<file path="config.mk">
export PLATFORM = sky130hd
export DESIGN_NAME = ppfm_port_mux
export DESIGN_NICKNAME = d
export VERILOG_FILES = /design/src/rtl/ppfm_pkg.sv /design/src/rtl/ppfm_pin_cell.sv /design/src/rtl/ppfm_port_mux.sv
export SDC_FILE = /design/constraint.sdc
export NUM_CORES = 1
export LEC_CHECK = 0
export ABC_AREA = 1
export BUFFER_PORTS_ARGS = -buffer_cell sky130_fd_sc_hd__buf_2
export CAP_MARGIN = 15
export CELL_PAD_IN_SITES_DETAIL_PLACEMENT = 0
export CELL_PAD_IN_SITES_GLOBAL_PLACEMENT = 1
export CORE_ASPECT_RATIO = 2
export CORE_MARGIN = 5
export CORE_UTILIZATION = 36
export DETAILED_ROUTE_END_ITERATION = 10
export PLACE_DENSITY = 0.87
export SLEW_MARGIN = 10
export SYNTH_ARGS = -nofsm -noshare
export SYNTH_HDL_FRONTEND = slang
export SYNTH_SLANG_ARGS = --single-unit
</file>
<file path="constraint.sdc">
create_clock -name clk -period 5.14 [get_ports clk]
set_input_delay 0.514 -clock clk [delete_from_list [all_inputs] [get_ports clk]]
set_output_delay 0.514 -clock clk [all_outputs]
set_load 0.03 [all_outputs]
</file>
<file path="src/rtl/ppfm_pkg.sv">
// constants for the port pin function mux: mode codes, pin positions, reset values
// assumes three 8-bit ports flattened as pin = port * 8 + bit
// Summary of operation
// - While reset is held every pin of ports 0, 1 and 2 is input-only with its pull-up off.
// - Every configurable pin keeps its own output-type setting, untouched by writes to other pins.
// - A pin may be quasi-bidirectional, open drain, push-pull or input-only, which sets how it drives.
// - Port 1 bits 2 and 3 only ever drive open drain, and port 1 bit 5 never drives at all.
// - The reset-capable pin, during power-on or when the config byte enables it, resets on a low.
// - The reset-capable pin is sampled during power-on so a low there can request programming mode.
// - SPI master drives the MOSI and serial-clock pins, SPI slave takes both as inputs.
// - SPI master takes MISO as input, SPI slave drives it.
// - Each timer pin is its count input or its overflow output, timer zero's pin driving open drain.
// - All port 0 pins feed the keypad logic, which flags a match or a mismatch to a pattern.
// - Comparator outputs go to port 0 bits 0 and 6, their inputs and reference to bits 1 to 5.

package ppfm_pkg;

   localparam int PPFM_PORTS = 3;
   localparam int PPFM_BITS = 8;
   localparam int PPFM_PINS = PPFM_PORTS * PPFM_BITS;

   // output type code, first bit from mode register one, second from mode register two
   localparam logic [1:0] PPFM_MODE_QUASI = 2'h0;
   localparam logic [1:0] PPFM_MODE_PUSHPULL = 2'h1;
   localparam logic [1:0] PPFM_MODE_INPUT = 2'h2;
   localparam logic [1:0] PPFM_MODE_OPENDRAIN = 2'h3;

   // per-port reset values
   localparam logic [7:0] PPFM_MODE1_RST = 8'hFF;
   localparam logic [7:0] PPFM_MODE2_RST = 8'h00;
   localparam logic [7:0] PPFM_LATCH_RST = 8'hFF;

   // pin positions of the shared functions
   localparam int PPFM_PIN_CMP_TWO_OUT = 0;
   localparam int PPFM_PIN_CMP_TWO_IN_B = 1;
   localparam int PPFM_PIN_CMP_TWO_IN_A = 2;
   localparam int PPFM_PIN_CMP_ONE_IN_B = 3;
   localparam int PPFM_PIN_CMP_ONE_IN_A = 4;
   localparam int PPFM_PIN_CMP_REFERENCE = 5;
   localparam int PPFM_PIN_CMP_ONE_OUT = 6;
   localparam int PPFM_PIN_TIMER_ONE = 7;
   localparam int PPFM_PIN_UART_TX = 8;
   localparam int PPFM_PIN_UART_RX = 9;
   localparam int PPFM_PIN_TIMER_ZERO = 10;
   localparam int PPFM_PIN_I2C_DATA = 11;
   localparam int PPFM_PIN_EXT_INT_ONE = 12;
   localparam int PPFM_PIN_RESET = 13;
   localparam int PPFM_PIN_COMPARE_B = 14;
   localparam int PPFM_PIN_COMPARE_C = 15;
   localparam int PPFM_PIN_CAPTURE_B = 16;
   localparam int PPFM_PIN_COMPARE_D = 17;
   localparam int PPFM_PIN_SPI_MOSI = 18;
   localparam int PPFM_PIN_SPI_MISO = 19;
   localparam int PPFM_PIN_SPI_SELECT = 20;
   localparam int PPFM_PIN_SPI_CLOCK = 21;
   localparam int PPFM_PIN_COMPARE_A = 22;
   localparam int PPFM_PIN_CAPTURE_A = 23;

endpackage

</file>
<file path="src/rtl/ppfm_pin_cell.sv">
// one pad's output stage: output type, fixed-pin overrides and direction forcing
// purely combinational; the caller registers the results
`timescale 1ns/1ps
`default_nettype none

module ppfm_pin_cell (
   // configuration
   input wire logic [1:0] mode,
   input wire logic level,
   // fixed and peripheral overrides
   input wire logic force_od,
   input wire logic input_only,
   input wire logic force_in,
   input wire logic force_out,
   // pad control
   output logic drive_en,
   output logic drive_lvl,
   output logic pullup_en
);
   import ppfm_pkg::*;

   logic [1:0] promoted;
   logic [1:0] od_mode;
   logic [1:0] eff_mode;
   logic is_quasi;
   logic is_pp;
   logic is_od;

   // a role that must drive lifts an input-only pin to push-pull
   assign promoted = (mode == PPFM_MODE_INPUT && force_out) ? PPFM_MODE_PUSHPULL : mode;
   assign od_mode = (force_od && promoted != PPFM_MODE_INPUT) ? PPFM_MODE_OPENDRAIN : promoted;
   assign eff_mode = input_only ? PPFM_MODE_INPUT : od_mode;

   assign is_quasi = (eff_mode == PPFM_MODE_QUASI);
   assign is_pp = (eff_mode == PPFM_MODE_PUSHPULL);
   assign is_od = (eff_mode == PPFM_MODE_OPENDRAIN);

   // quasi and open drain only pull low; a high is left to the pull-up or the board
   assign drive_en = !force_in && (is_pp || ((is_quasi || is_od) && !level));
   assign drive_lvl = is_pp && level;
   assign pullup_en = is_quasi && (level || force_in);

endmodule // ppfm_pin_cell

`default_nettype wire

</file>
<file path="src/rtl/ppfm_port_mux.sv">
// pin configuration and alternate-function routing for ports 0, 1 and 2
// assumes pads resolve drive_en/pullup externally and all inputs are synchronous to clk
`timescale 1ns/1ps
`default_nettype none

module ppfm_port_mux (
   // clock and reset
   input wire logic clk,
   input wire logic reset_n,
   // configuration writes, per-bit enables
   input wire logic [1:0] cfg_port,
   input wire logic cfg_wr_mode1,
   input wire logic cfg_wr_mode2,
   input wire logic cfg_wr_latch,
   input wire logic [7:0] cfg_bit_en,
   input wire logic [7:0] cfg_data,
   // reset-capable pin control
   input wire logic power_on_active,
   input wire logic reset_pin_enable,
   // comparators
   input wire logic comparator_one_output,
   input wire logic comparator_one_out_en,
   input wire logic comparator_two_output,
   input wire logic comparator_two_out_en,
   input wire logic comparator_inputs_en,
   // timers
   input wire logic timer_zero_out_en,
   input wire logic timer_zero_overflow,
   input wire logic timer_one_out_en,
   input wire logic timer_one_overflow,
   // uart and i2c
   input wire logic uart_en,
   input wire logic uart_txd,
   input wire logic i2c_en,
   input wire logic i2c_scl_out,
   input wire logic i2c_sda_out,
   // spi
   input wire logic spi_en,
   input wire logic spi_master,
   input wire logic spi_mosi_out,
   input wire logic spi_miso_out,
   input wire logic spi_sck_out,
   // capture/compare outputs, bit 0 is a
   input wire logic [3:0] compare_out_en,
   input wire logic compare_output_a,
   input wire logic compare_output_b,
   input wire logic compare_output_c,
   input wire logic compare_output_d,
   // keypad pattern match
   input wire logic [7:0] keypad_mask,
   input wire logic [7:0] keypad_pattern,
   input wire logic keypad_match_sel,
   input wire logic keypad_flag_clr,
   // pads
   input wire logic [ppfm_pkg::PPFM_PINS-1:0] pad_in,
   output logic [ppfm_pkg::PPFM_PINS-1:0] pad_out_q,
   output logic [ppfm_pkg::PPFM_PINS-1:0] pad_oe_q,
   output logic [ppfm_pkg::PPFM_PINS-1:0] pad_pullup_q,
   // toward core and peripherals
   output logic [ppfm_pkg::PPFM_PINS-1:0] pin_in_q,
   output logic [ppfm_pkg::PPFM_PINS-1:0] latch_q,
   output logic keypad_flag_q,
   output logic ext_reset_q,
   output logic isp_request_q
);
   import ppfm_pkg::*;

   // one-hot of a pin, gated by a condition
   function automatic logic [PPFM_PINS-1:0] pin_bit(input int idx, input logic v);
      pin_bit = {{(PPFM_PINS-1){1'b0}}, v} << idx;
   endfunction

   // per-bit enables placed on the chosen port
   function automatic logic [PPFM_PINS-1:0] port_mask(input logic [1:0] port,
                                                      input logic [7:0] bits);
      port_mask = {{(PPFM_PINS-8){1'b0}}, bits} << (PPFM_BITS * int'(port));
   endfunction

   logic rst_meta_q;
   logic rst_n_q;
   logic [PPFM_PINS-1:0] mode1_q;
   logic [PPFM_PINS-1:0] mode2_q;
   logic [PPFM_PINS-1:0] mode1_d;
   logic [PPFM_PINS-1:0] mode2_d;
   logic [PPFM_PINS-1:0] latch_d;
   logic [PPFM_PINS-1:0] wr_sel_mask;
   logic [PPFM_PINS-1:0] wide_data;
   logic [PPFM_PINS-1:0] alt_en;
   logic [PPFM_PINS-1:0] alt_lvl;
   logic [PPFM_PINS-1:0] force_in;
   logic [PPFM_PINS-1:0] force_out;
   logic [PPFM_PINS-1:0] force_od;
   logic [PPFM_PINS-1:0] input_only;
   logic [PPFM_PINS-1:0] level;
   logic [PPFM_PINS-1:0] cell_oe;
   logic [PPFM_PINS-1:0] cell_lvl;
   logic [PPFM_PINS-1:0] cell_pu;
   logic spi_as_master;
   logic spi_as_slave;
   logic timer_zero_lvl;
   logic rst_pin_armed;
   logic ext_reset_d;
   logic kp_match;
   logic kp_event;
   logic keypad_flag_d;
   logic isp_request_d;

   // reset release through two flops; assertion stays asynchronous
   always_ff @(posedge clk or negedge reset_n) begin
      if (!reset_n) begin
         rst_meta_q <= 1'b0;
         rst_n_q <= 1'b0;
      end else begin
         rst_meta_q <= 1'b1;
         rst_n_q <= rst_meta_q;
      end
   end

   // configuration writes touch only the enabled bits of one port
   assign wr_sel_mask = port_mask(cfg_port, cfg_bit_en);
   assign wide_data = {PPFM_PORTS{cfg_data}};

   // reset pin acts only in power-on or when the config byte arms it
   assign rst_pin_armed = power_on_active || reset_pin_enable;
   assign ext_reset_d = rst_pin_armed && !pin_in_q[PPFM_PIN_RESET];

   // an external reset returns the modes and latches to their defaults
   assign mode1_d = ext_reset_d ? {PPFM_PORTS{PPFM_MODE1_RST}} :
                    cfg_wr_mode1 ? (mode1_q & ~wr_sel_mask) | (wide_data & wr_sel_mask) :
                    mode1_q;
   assign mode2_d = ext_reset_d ? {PPFM_PORTS{PPFM_MODE2_RST}} :
                    cfg_wr_mode2 ? (mode2_q & ~wr_sel_mask) | (wide_data & wr_sel_mask) :
                    mode2_q;
   assign latch_d = ext_reset_d ? {PPFM_PORTS{PPFM_LATCH_RST}} :
                    cfg_wr_latch ? (latch_q & ~wr_sel_mask) | (wide_data & wr_sel_mask) :
                    latch_q;

   always_ff @(posedge clk or negedge rst_n_q) begin
      if (!rst_n_q) begin
         mode1_q <= {PPFM_PORTS{PPFM_MODE1_RST}};
         mode2_q <= {PPFM_PORTS{PPFM_MODE2_RST}};
         latch_q <= {PPFM_PORTS{PPFM_LATCH_RST}};
      end else begin
         mode1_q <= mode1_d;
         mode2_q <= mode2_d;
         latch_q <= latch_d;
      end
   end

   // alternate function routing
   assign spi_as_master = spi_en && spi_master;
   assign spi_as_slave = spi_en && !spi_master;
   // i2c clock outranks the timer overflow when both claim the pin
   assign timer_zero_lvl = i2c_en ? i2c_scl_out : timer_zero_overflow;

   assign alt_en = pin_bit(PPFM_PIN_CMP_TWO_OUT, comparator_two_out_en)
                 | pin_bit(PPFM_PIN_CMP_ONE_OUT, comparator_one_out_en)
                 | pin_bit(PPFM_PIN_TIMER_ONE, timer_one_out_en)
                 | pin_bit(PPFM_PIN_TIMER_ZERO, i2c_en || timer_zero_out_en)
                 | pin_bit(PPFM_PIN_UART_TX, uart_en)
                 | pin_bit(PPFM_PIN_I2C_DATA, i2c_en)
                 | pin_bit(PPFM_PIN_SPI_MOSI, spi_as_master)
                 | pin_bit(PPFM_PIN_SPI_CLOCK, spi_as_master)
                 | pin_bit(PPFM_PIN_SPI_MISO, spi_as_slave)
                 | pin_bit(PPFM_PIN_COMPARE_A, compare_out_en[0])
                 | pin_bit(PPFM_PIN_COMPARE_B, compare_out_en[1])
                 | pin_bit(PPFM_PIN_COMPARE_C, compare_out_en[2])
                 | pin_bit(PPFM_PIN_COMPARE_D, compare_out_en[3]);

   assign alt_lvl = pin_bit(PPFM_PIN_CMP_TWO_OUT, comparator_two_output)
                  | pin_bit(PPFM_PIN_CMP_ONE_OUT, comparator_one_output)
                  | pin_bit(PPFM_PIN_TIMER_ONE, timer_one_overflow)
                  | pin_bit(PPFM_PIN_TIMER_ZERO, timer_zero_lvl)
                  | pin_bit(PPFM_PIN_UART_TX, uart_txd)
                  | pin_bit(PPFM_PIN_I2C_DATA, i2c_sda_out)
                  | pin_bit(PPFM_PIN_SPI_MOSI, spi_mosi_out)
                  | pin_bit(PPFM_PIN_SPI_CLOCK, spi_sck_out)
                  | pin_bit(PPFM_PIN_SPI_MISO, spi_miso_out)
                  | pin_bit(PPFM_PIN_COMPARE_A, compare_output_a)
                  | pin_bit(PPFM_PIN_COMPARE_B, compare_output_b)
                  | pin_bit(PPFM_PIN_COMPARE_C, compare_output_c)
                  | pin_bit(PPFM_PIN_COMPARE_D, compare_output_d);

   // analog inputs and receive-side roles never drive
   assign force_in = pin_bit(PPFM_PIN_CMP_TWO_IN_B, comparator_inputs_en)
                   | pin_bit(PPFM_PIN_CMP_TWO_IN_A, comparator_inputs_en)
                   | pin_bit(PPFM_PIN_CMP_ONE_IN_B, comparator_inputs_en)
                   | pin_bit(PPFM_PIN_CMP_ONE_IN_A, comparator_inputs_en)
                   | pin_bit(PPFM_PIN_CMP_REFERENCE, comparator_inputs_en)
                   | pin_bit(PPFM_PIN_UART_RX, uart_en)
                   | pin_bit(PPFM_PIN_SPI_MOSI, spi_as_slave)
                   | pin_bit(PPFM_PIN_SPI_CLOCK, spi_as_slave)
                   | pin_bit(PPFM_PIN_SPI_MISO, spi_as_master)
                   | pin_bit(PPFM_PIN_SPI_SELECT, spi_en);

   assign force_out = pin_bit(PPFM_PIN_SPI_MOSI, spi_as_master)
                    | pin_bit(PPFM_PIN_SPI_CLOCK, spi_as_master)
                    | pin_bit(PPFM_PIN_SPI_MISO, spi_as_slave);

   assign force_od = pin_bit(PPFM_PIN_TIMER_ZERO, 1'b1) | pin_bit(PPFM_PIN_I2C_DATA, 1'b1);
   assign input_only = pin_bit(PPFM_PIN_RESET, 1'b1);

   // peripheral level replaces the latch, type handling stays in the cell
   assign level = (alt_en & alt_lvl) | (~alt_en & latch_q);

   for (genvar i = 0; i < PPFM_PINS; i++) begin : g_cell
      ppfm_pin_cell u_cell (
         .mode({mode1_q[i], mode2_q[i]}),
         .level(level[i]),
         .force_od(force_od[i]),
         .input_only(input_only[i]),
         .force_in(force_in[i]),
         .force_out(force_out[i]),
         .drive_en(cell_oe[i]),
         .drive_lvl(cell_lvl[i]),
         .pullup_en(cell_pu[i])
      );
   end

   // keypad compare over all port 0 pins
   assign kp_match = ((pin_in_q[PPFM_BITS-1:0] ^ keypad_pattern) & keypad_mask) == 8'h00;
   assign kp_event = keypad_match_sel ? kp_match : !kp_match;
   // a new event in the clearing cycle keeps the flag set
   assign keypad_flag_d = kp_event || (keypad_flag_q && !keypad_flag_clr);
   // programming request sticks until the next chip reset
   assign isp_request_d = isp_request_q || (power_on_active && !pin_in_q[PPFM_PIN_RESET]);

   always_ff @(posedge clk or negedge rst_n_q) begin
      if (!rst_n_q) begin
         pad_oe_q <= '0;
         pad_out_q <= '0;
         pad_pullup_q <= '0;
         pin_in_q <= '1;
         keypad_flag_q <= 1'b0;
         ext_reset_q <= 1'b0;
         isp_request_q <= 1'b0;
      end else begin
         pad_oe_q <= cell_oe;
         pad_out_q <= cell_lvl;
         pad_pullup_q <= cell_pu;
         pin_in_q <= pad_in;
         keypad_flag_q <= keypad_flag_d;
         ext_reset_q <= ext_reset_d;
         isp_request_q <= isp_request_d;
      end
   end

   logic [PPFM_PINS-1:0] in_only_mask;
   assign in_only_mask = mode1_q & ~mode2_q & ~force_out;
endmodule // ppfm_port_mux

`default_nettype wire

</file>
; ---- Yosys cells after proc, flatten, opt, wreduce, memory -nomap -nowiden
; Cells that the tools add are included.
[totals]
ff_bits = 170
inputBits = 94
out_inout_bits = 123
wordCells = 436
[op_classes]
eq_ne = 71
n_shift = 1
mux = 33
n_bitwise = 49
reduce_logical = 270
[op_table]
columns = cell, count
row1 = $mux W24, 6
row2 = $and A24 B24 Y24, 5
row3 = $logic_and A1 B1 Y1, 118
row4 = $eq A2 B2 Y1 const B, 46
row5 = $or A19 B22 Y22, 4
row6 = $or A22 B20 Y22, 4
row7 = $or A24 B24 Y24, 3
row8 = $logic_or A1 B1 Y1, 71
row9 = $mux W2, 25
row10 = $logic_not A1 Y1, 48
row11 = $eq A2 B1 Y1 const B, 23
row12 = $logic_not A2 Y1, 23
row13 = $or A22 B23 Y23, 2
row14 = $or A23 B15 Y23, 2
row15 = $or A23 B16 Y23, 2
row16 = $or A23 B18 Y23, 2
row17 = $or A12 B19 Y19, 2
row18 = $not A23 Y24, 1
row19 = $not A24 Y24, 1
row20 = $or A11 B12 Y12, 2
row21 = $or A23 B24 Y24, 1
row22 = $shl A8 B5 Y24, 1
row23 = $and A23 B23 Y23, 1
row24 = $or A11 B9 Y11, 2
row25 = other kinds (19), 29

; ---- Depth between registers and ports, before layout
[depth]
depth_word = 19
ltp_mapped = 8
mapped_depth_nobuf = 8

; ---- By module
; Synthesis repeated with hierarchy kept, for this count alone.
[unflattened]
cells_unflattened = 1154
area_unflattened_um2 = 9331.4
[modules_own_cells]
columns = module, instances, cells_each, area_per_inst_um2, seq_area_each_um2
row1 = ppfm_port_mux, 1, 562, 6470.0, 4419.2
row2 = ppfm_pin_cell (g_cell[16].u_cell ...), 17, 27, 127.6, 0.0
row3 = ppfm_pin_cell (g_cell[0].u_cell ...), 7, 19, 98.8, 0.0

; ---- Least setup slack after synthesis
; OpenSTA, ideal clock, no wires.
[synth_path]
kind = in2reg
start = input port reset_pin_enable
end = register mode2_q[16]
setup_time_ns = 0.118
t_arrival_ns = 1.270
required_ns = 5.022
setup_slack_ns = 3.752
cell_stages = 8
path_buffers = 3
path_cell_list = nor2_2 > nor2_4 > buf_6 > inv_6 > buf_8 > buf_12 > nand3_2 > o21ai_2
[synth_via]
elab_chain_cells = 3
[synth_lines]
columns = element, line
row1 = start: declaration, ppfm_port_mux.sv:19  ; input wire logic reset_pin_enable,
row2 = $logic_or A1 B1 Y1 (*), ppfm_port_mux.sv:124  ; assign rst_pin_armed = power_on_active || reset_pin_enable;
row3 = $logic_and A1 B1 Y1 (*), ppfm_port_mux.sv:125  ; assign ext_reset_d = rst_pin_armed && !pin_in_q[PPFM_PIN_RESET];
row4 = named net ext_reset_d, ppfm_port_mux.sv:102  ; logic ext_reset_d;
row5 = $mux W24 / $reduce_bool A2 Y1 (equally long branches), --
row6 = end signal: assignment, ppfm_port_mux.sv:141  ; mode2_q <= {PPFM_PORTS{PPFM_MODE2_RST}};
row7 = end signal: assignment, ppfm_port_mux.sv:145  ; mode2_q <= mode2_d;
row8 = end: declaration, ppfm_port_mux.sv:82  ; logic [PPFM_PINS-1:0] mode2_q;
; The timed path passes the listed nets; every way through them passes the cells marked *.
; A chain may end at the register's enable or synchronous reset.

; ---- Worst setup path in the final report
[layout_path]
start = register pin_in_q[13] (netlist name)
end = register latch_q[21] (netlist name)
[layout_via]
elab_chain_cells = 3
[layout_lines]
columns = element, line
row1 = start: declaration, ppfm_port_mux.sv:60  ; output logic [ppfm_pkg::PPFM_PINS-1:0] pin_in_q,
row2 = start signal: assignment, ppfm_port_mux.sv:241  ; pin_in_q <= pad_in;
row3 = $logic_not A1 Y1 (*), ppfm_port_mux.sv:125
row4 = $logic_and A1 B1 Y1 (*), ppfm_port_mux.sv:125
row5 = $mux W24 / $reduce_bool A2 Y1 (equally long branches), --
row6 = end signal: assignment, ppfm_port_mux.sv:142  ; latch_q <= {PPFM_PORTS{PPFM_LATCH_RST}};
row7 = end signal: assignment, ppfm_port_mux.sv:146  ; latch_q <= latch_d;
row8 = end: declaration, ppfm_port_mux.sv:61  ; output logic [ppfm_pkg::PPFM_PINS-1:0] latch_q,
; Mark *: on every way between the ends. The rest lies on a longest branch, timed or not.

==> flow_summary.yaml <==
status:
  status: "completed"
detailed_routing:
  final_antenna_net_count: 0
  wl_per_cell_um: 14.6
  via_per_inst: 4.50
  drc: 0
  wl_mm: 18.9
  firstDrtPassIters: 4
  num_vias: 5832
  drtIter0Drc: 280
clocking:
  clk_latency_ns: 0.43
  cts_tree: "yes"
  cts_root_buffer: "clkbuf_16"
  cts.sinks: 168
  post_cts_resized: 0
  path_clk_slew_ns: 0.06
  post-cts-setup-buffers: 0
  cts-htree-levels: 4
  cts-hold-fix-buffers: 1
  clock_path_buffers: 2
  cts_buffers: 17
sta:
  rsz0062_at_grt: "no"
  skew_ns: 0.0102
  fin_crit_sh_pct: 36.2
  drv_slew: 0
  worst_slew_pin_slew_ns: 0.951
  hold_viol_final: 0
  min_period_ns: 1.86
  finalHoldWorstSlack_ns: 0.181
  slew_headroom_pct: 36.4
  setup_viol: 0
  fmax_ghz: 0.537
  setup_tns_ns: 0
pwr:
  p_clk_share_pct: 40.1
  seq_power_share_pct: 44.2
  switching_power_uw: 963
  power_density_nw_per_um2: 355
  irDropWorstVdd_mv: 0.195
  leakagePower_nw: 5.09
  internal_power_mw: 2.47
  switching_share_pct: 28.0
  combPwrFrac_pct: 15.7
global_route:
  grt_pass1_vias: 5921
  antenna_found_initial: 1
  grt_pass1_wl_mm: 30.4
  top_usage_layer: "met2"
  grt_overflow: 0
  grt_use_met2_pct: 29.0
  met1_usage_pct: 16.4
  grt.met3_usage_pct: 4.35
  gr-usage-all-layers_pct: 15.8
  grt_max_degree: 167
setup_path:
  worstSetupPathType: "flop to flop"
  path_cells: "nor2_4 > nor2_4 > o21ai_0 > o21ai_1"
  critPathMaxStageDelay_ns: 0.74
  cp_slowest_cell: "nor2_4"
  cp.arrival_ns: 2.21
  cp-start-kind: "flop"
  crit_path_max_fanout: 46
  crit_top_cell: "nor2_4"
  worstSetupEndpointType: "flop"
  worstPathRequired_ns: 5.49
finish:
  nets: 1146
  diodes: 0
  drive_above_1_share_pct: 36.3
  area_growth_pct: 23.3
floorplan:
  die_area_um2: 25000
  ioPinCount: 217
  placementRows: 76
  die_h_um: 219
  core-area_um2: 21500
  dieWidth_um: 114
  start_util_pct: 36.5
logic_synthesis:
  synth_area_um2: 7840
  synth-edff-count: 0
  synth_area_leader_cell: "dfrtp_1"
  ys_seq_area_share_pct: 54.7
  yosys_warnings: 0
  ys_async_sr_fraction_pct: 100
  syn_inst: 805
  syn_area_per_cell_um2: 9.74
  synth_area_leaders: "dfrtp_1, dfstp_2, inv_1"
  synth_top_area_share_pct: 31.0
  ys_types: 37
  synth-main-ff-cell: "dfrtp_1"
  synth_seq_cells: 168
place:
  routabilityCongestion: 0.826
  port_buffers: 213
  hpwl_mm: 14.4
hold_path:
  hp-class: "input pin to flop"
flow_run:
  cap_viol_max_count: 0
routing by layer:
metal  up-vias  routed length (um)
met5         -                   7
met4         2                 540
met3        28                1140
met2       154               10500
met1      2748                6710
li1       2900                   -
final cells by class:
type                    count  area [um2]
clock buffers              21         470
clock inverters            11         170
fillers                  2125       11800
inverters                 167         644
multi-input cells         441        2650
flip-flops and latches    168        4300
well taps                 273         342
repair buffers            215        1100
cell usage after synthesis (2+ instances only):
cell / n
dfrtp_1: 97
inv_2: 8
nand2_1: 119
inv_1: 157
nand3_2: 10
buf_4: 15
nor3_2: 2
ha_1: 42
nand3_1: 23
conb_1: 2
o21ai_2: 10
buf_6: 4
buf_12: 3
nor2_1: 51
nor3_4: 14
o21ai_1: 52
nand2_4: 2
o21a_1: 10
a21oi_1: 8
o21bai_1: 4
o21ai_0: 74
nor2_4: 3
dfstp_2: 71
clkbuf_1: 11
per-stage QoR:
step | cell area (um2) | worst slack [ns] | utilization (%) | total power [mW] | cells
finish | 9670 | 3.28 | 45.0 | 3.43 | 1296
global placement | 9020 | 3.13 | 42.0 | 2.08 | 1263
global route | 9670 | 3.09 | 45.0 | 3.60 | 1296
detailed placement | 9020 | 3.07 | 42.0 | 2.09 | 1263
floorplan | 7860 | 0.236 | - | 1.92 | 811
CTS | 9670 | 3.28 | 45.0 | 3.49 | 1296
placed cells by master, fill, tap and decap left out, types with 2 or more instances in the layout:
master and instances:
ha_1 42, clkbuf_8 3, nand3_1 23, nand3_2 10
nand2_1 119, nor3_2 2, clkinv_4 2, clkinvlp_4 3
a21oi_1 8, nor3_4 14, dfstp_2 71, clkinv_2 2
o21ai_0 74, buf_2 213, o21ai_2 10, nor2_4 3
bufinv_16 4, inv_2 8, inv_1 157, o21bai_1 4
clkbuf_16 17, o21ai_1 52, nor2_1 51, conb_1 8
nand2_4 2, dfrtp_1 96, o21a_1 10
cells by family (layout without fill, tap and decap cells):
family | Yosys count | count (layout) | synth area share [%]
adders and majority gates | 42 | 42 | 6.70
buffers and inverters | 202 | 414 | 11.8
muxes | 1 | 1 | 0.128
and+or+nand+nor | 227 | 227 | 15.0
other | 2 | 8 | 0.0958
DFF | 168 | 168 | 54.7
AOI/OAI and AO/OA | 163 | 163 | 11.6
state kept, by name, indices dropped and copies added, names as in the netlist:
name	count
keypad_flag_q	1
mode2_q	23
latch_q	24
pin_in_q	24
ext_reset_q	1
pad_oe_q	23
pad_out_q	23
rst_n_q	1
pad_pullup_q	23
isp_request_q	1
mode1_q	23
rst_meta_q	1
power groups by stage:
stage	registers (mW)	clock network, mW	logic [mW]
CTS	1.52	1.41	0.551
global placement	1.54	0	0.536
detailed placement	1.54	0	0.549
floorplan	1.66	0	0.256
finish	1.52	1.38	0.540
global route	1.53	1.47	0.603
critical path: cells and delay by family, from the launching register on:
| kind | cells | cell delay, ns |
|---|---|---|
| AOI/OAI and AO/OA | 2 | 0.36 |
| DFF | 1 | 0.56 |
| and+or+nand+nor | 2 | 0.85 |
path summary, 6_finish.rpt:
kind | slack [ns] | to | from | depth (start not counted)
max in group asynchronous | 3.96 | pad_oe_q[22] | rst_n_q | 1
max reg2reg | 3.28 | latch_q[21] | pin_in_q[13] | 4
min reg2reg | 0.36 | rst_n_q | rst_meta_q | 0
max | 3.28 | latch_q[21] | pin_in_q[13] | 4
min | 0.18 | pin_in_q[1] | pad_in[1] | 1
min in group asynchronous | 0.40 | rst_n_q | reset_n | 2
Note: power is estimated with default switching activity, not from simulation.
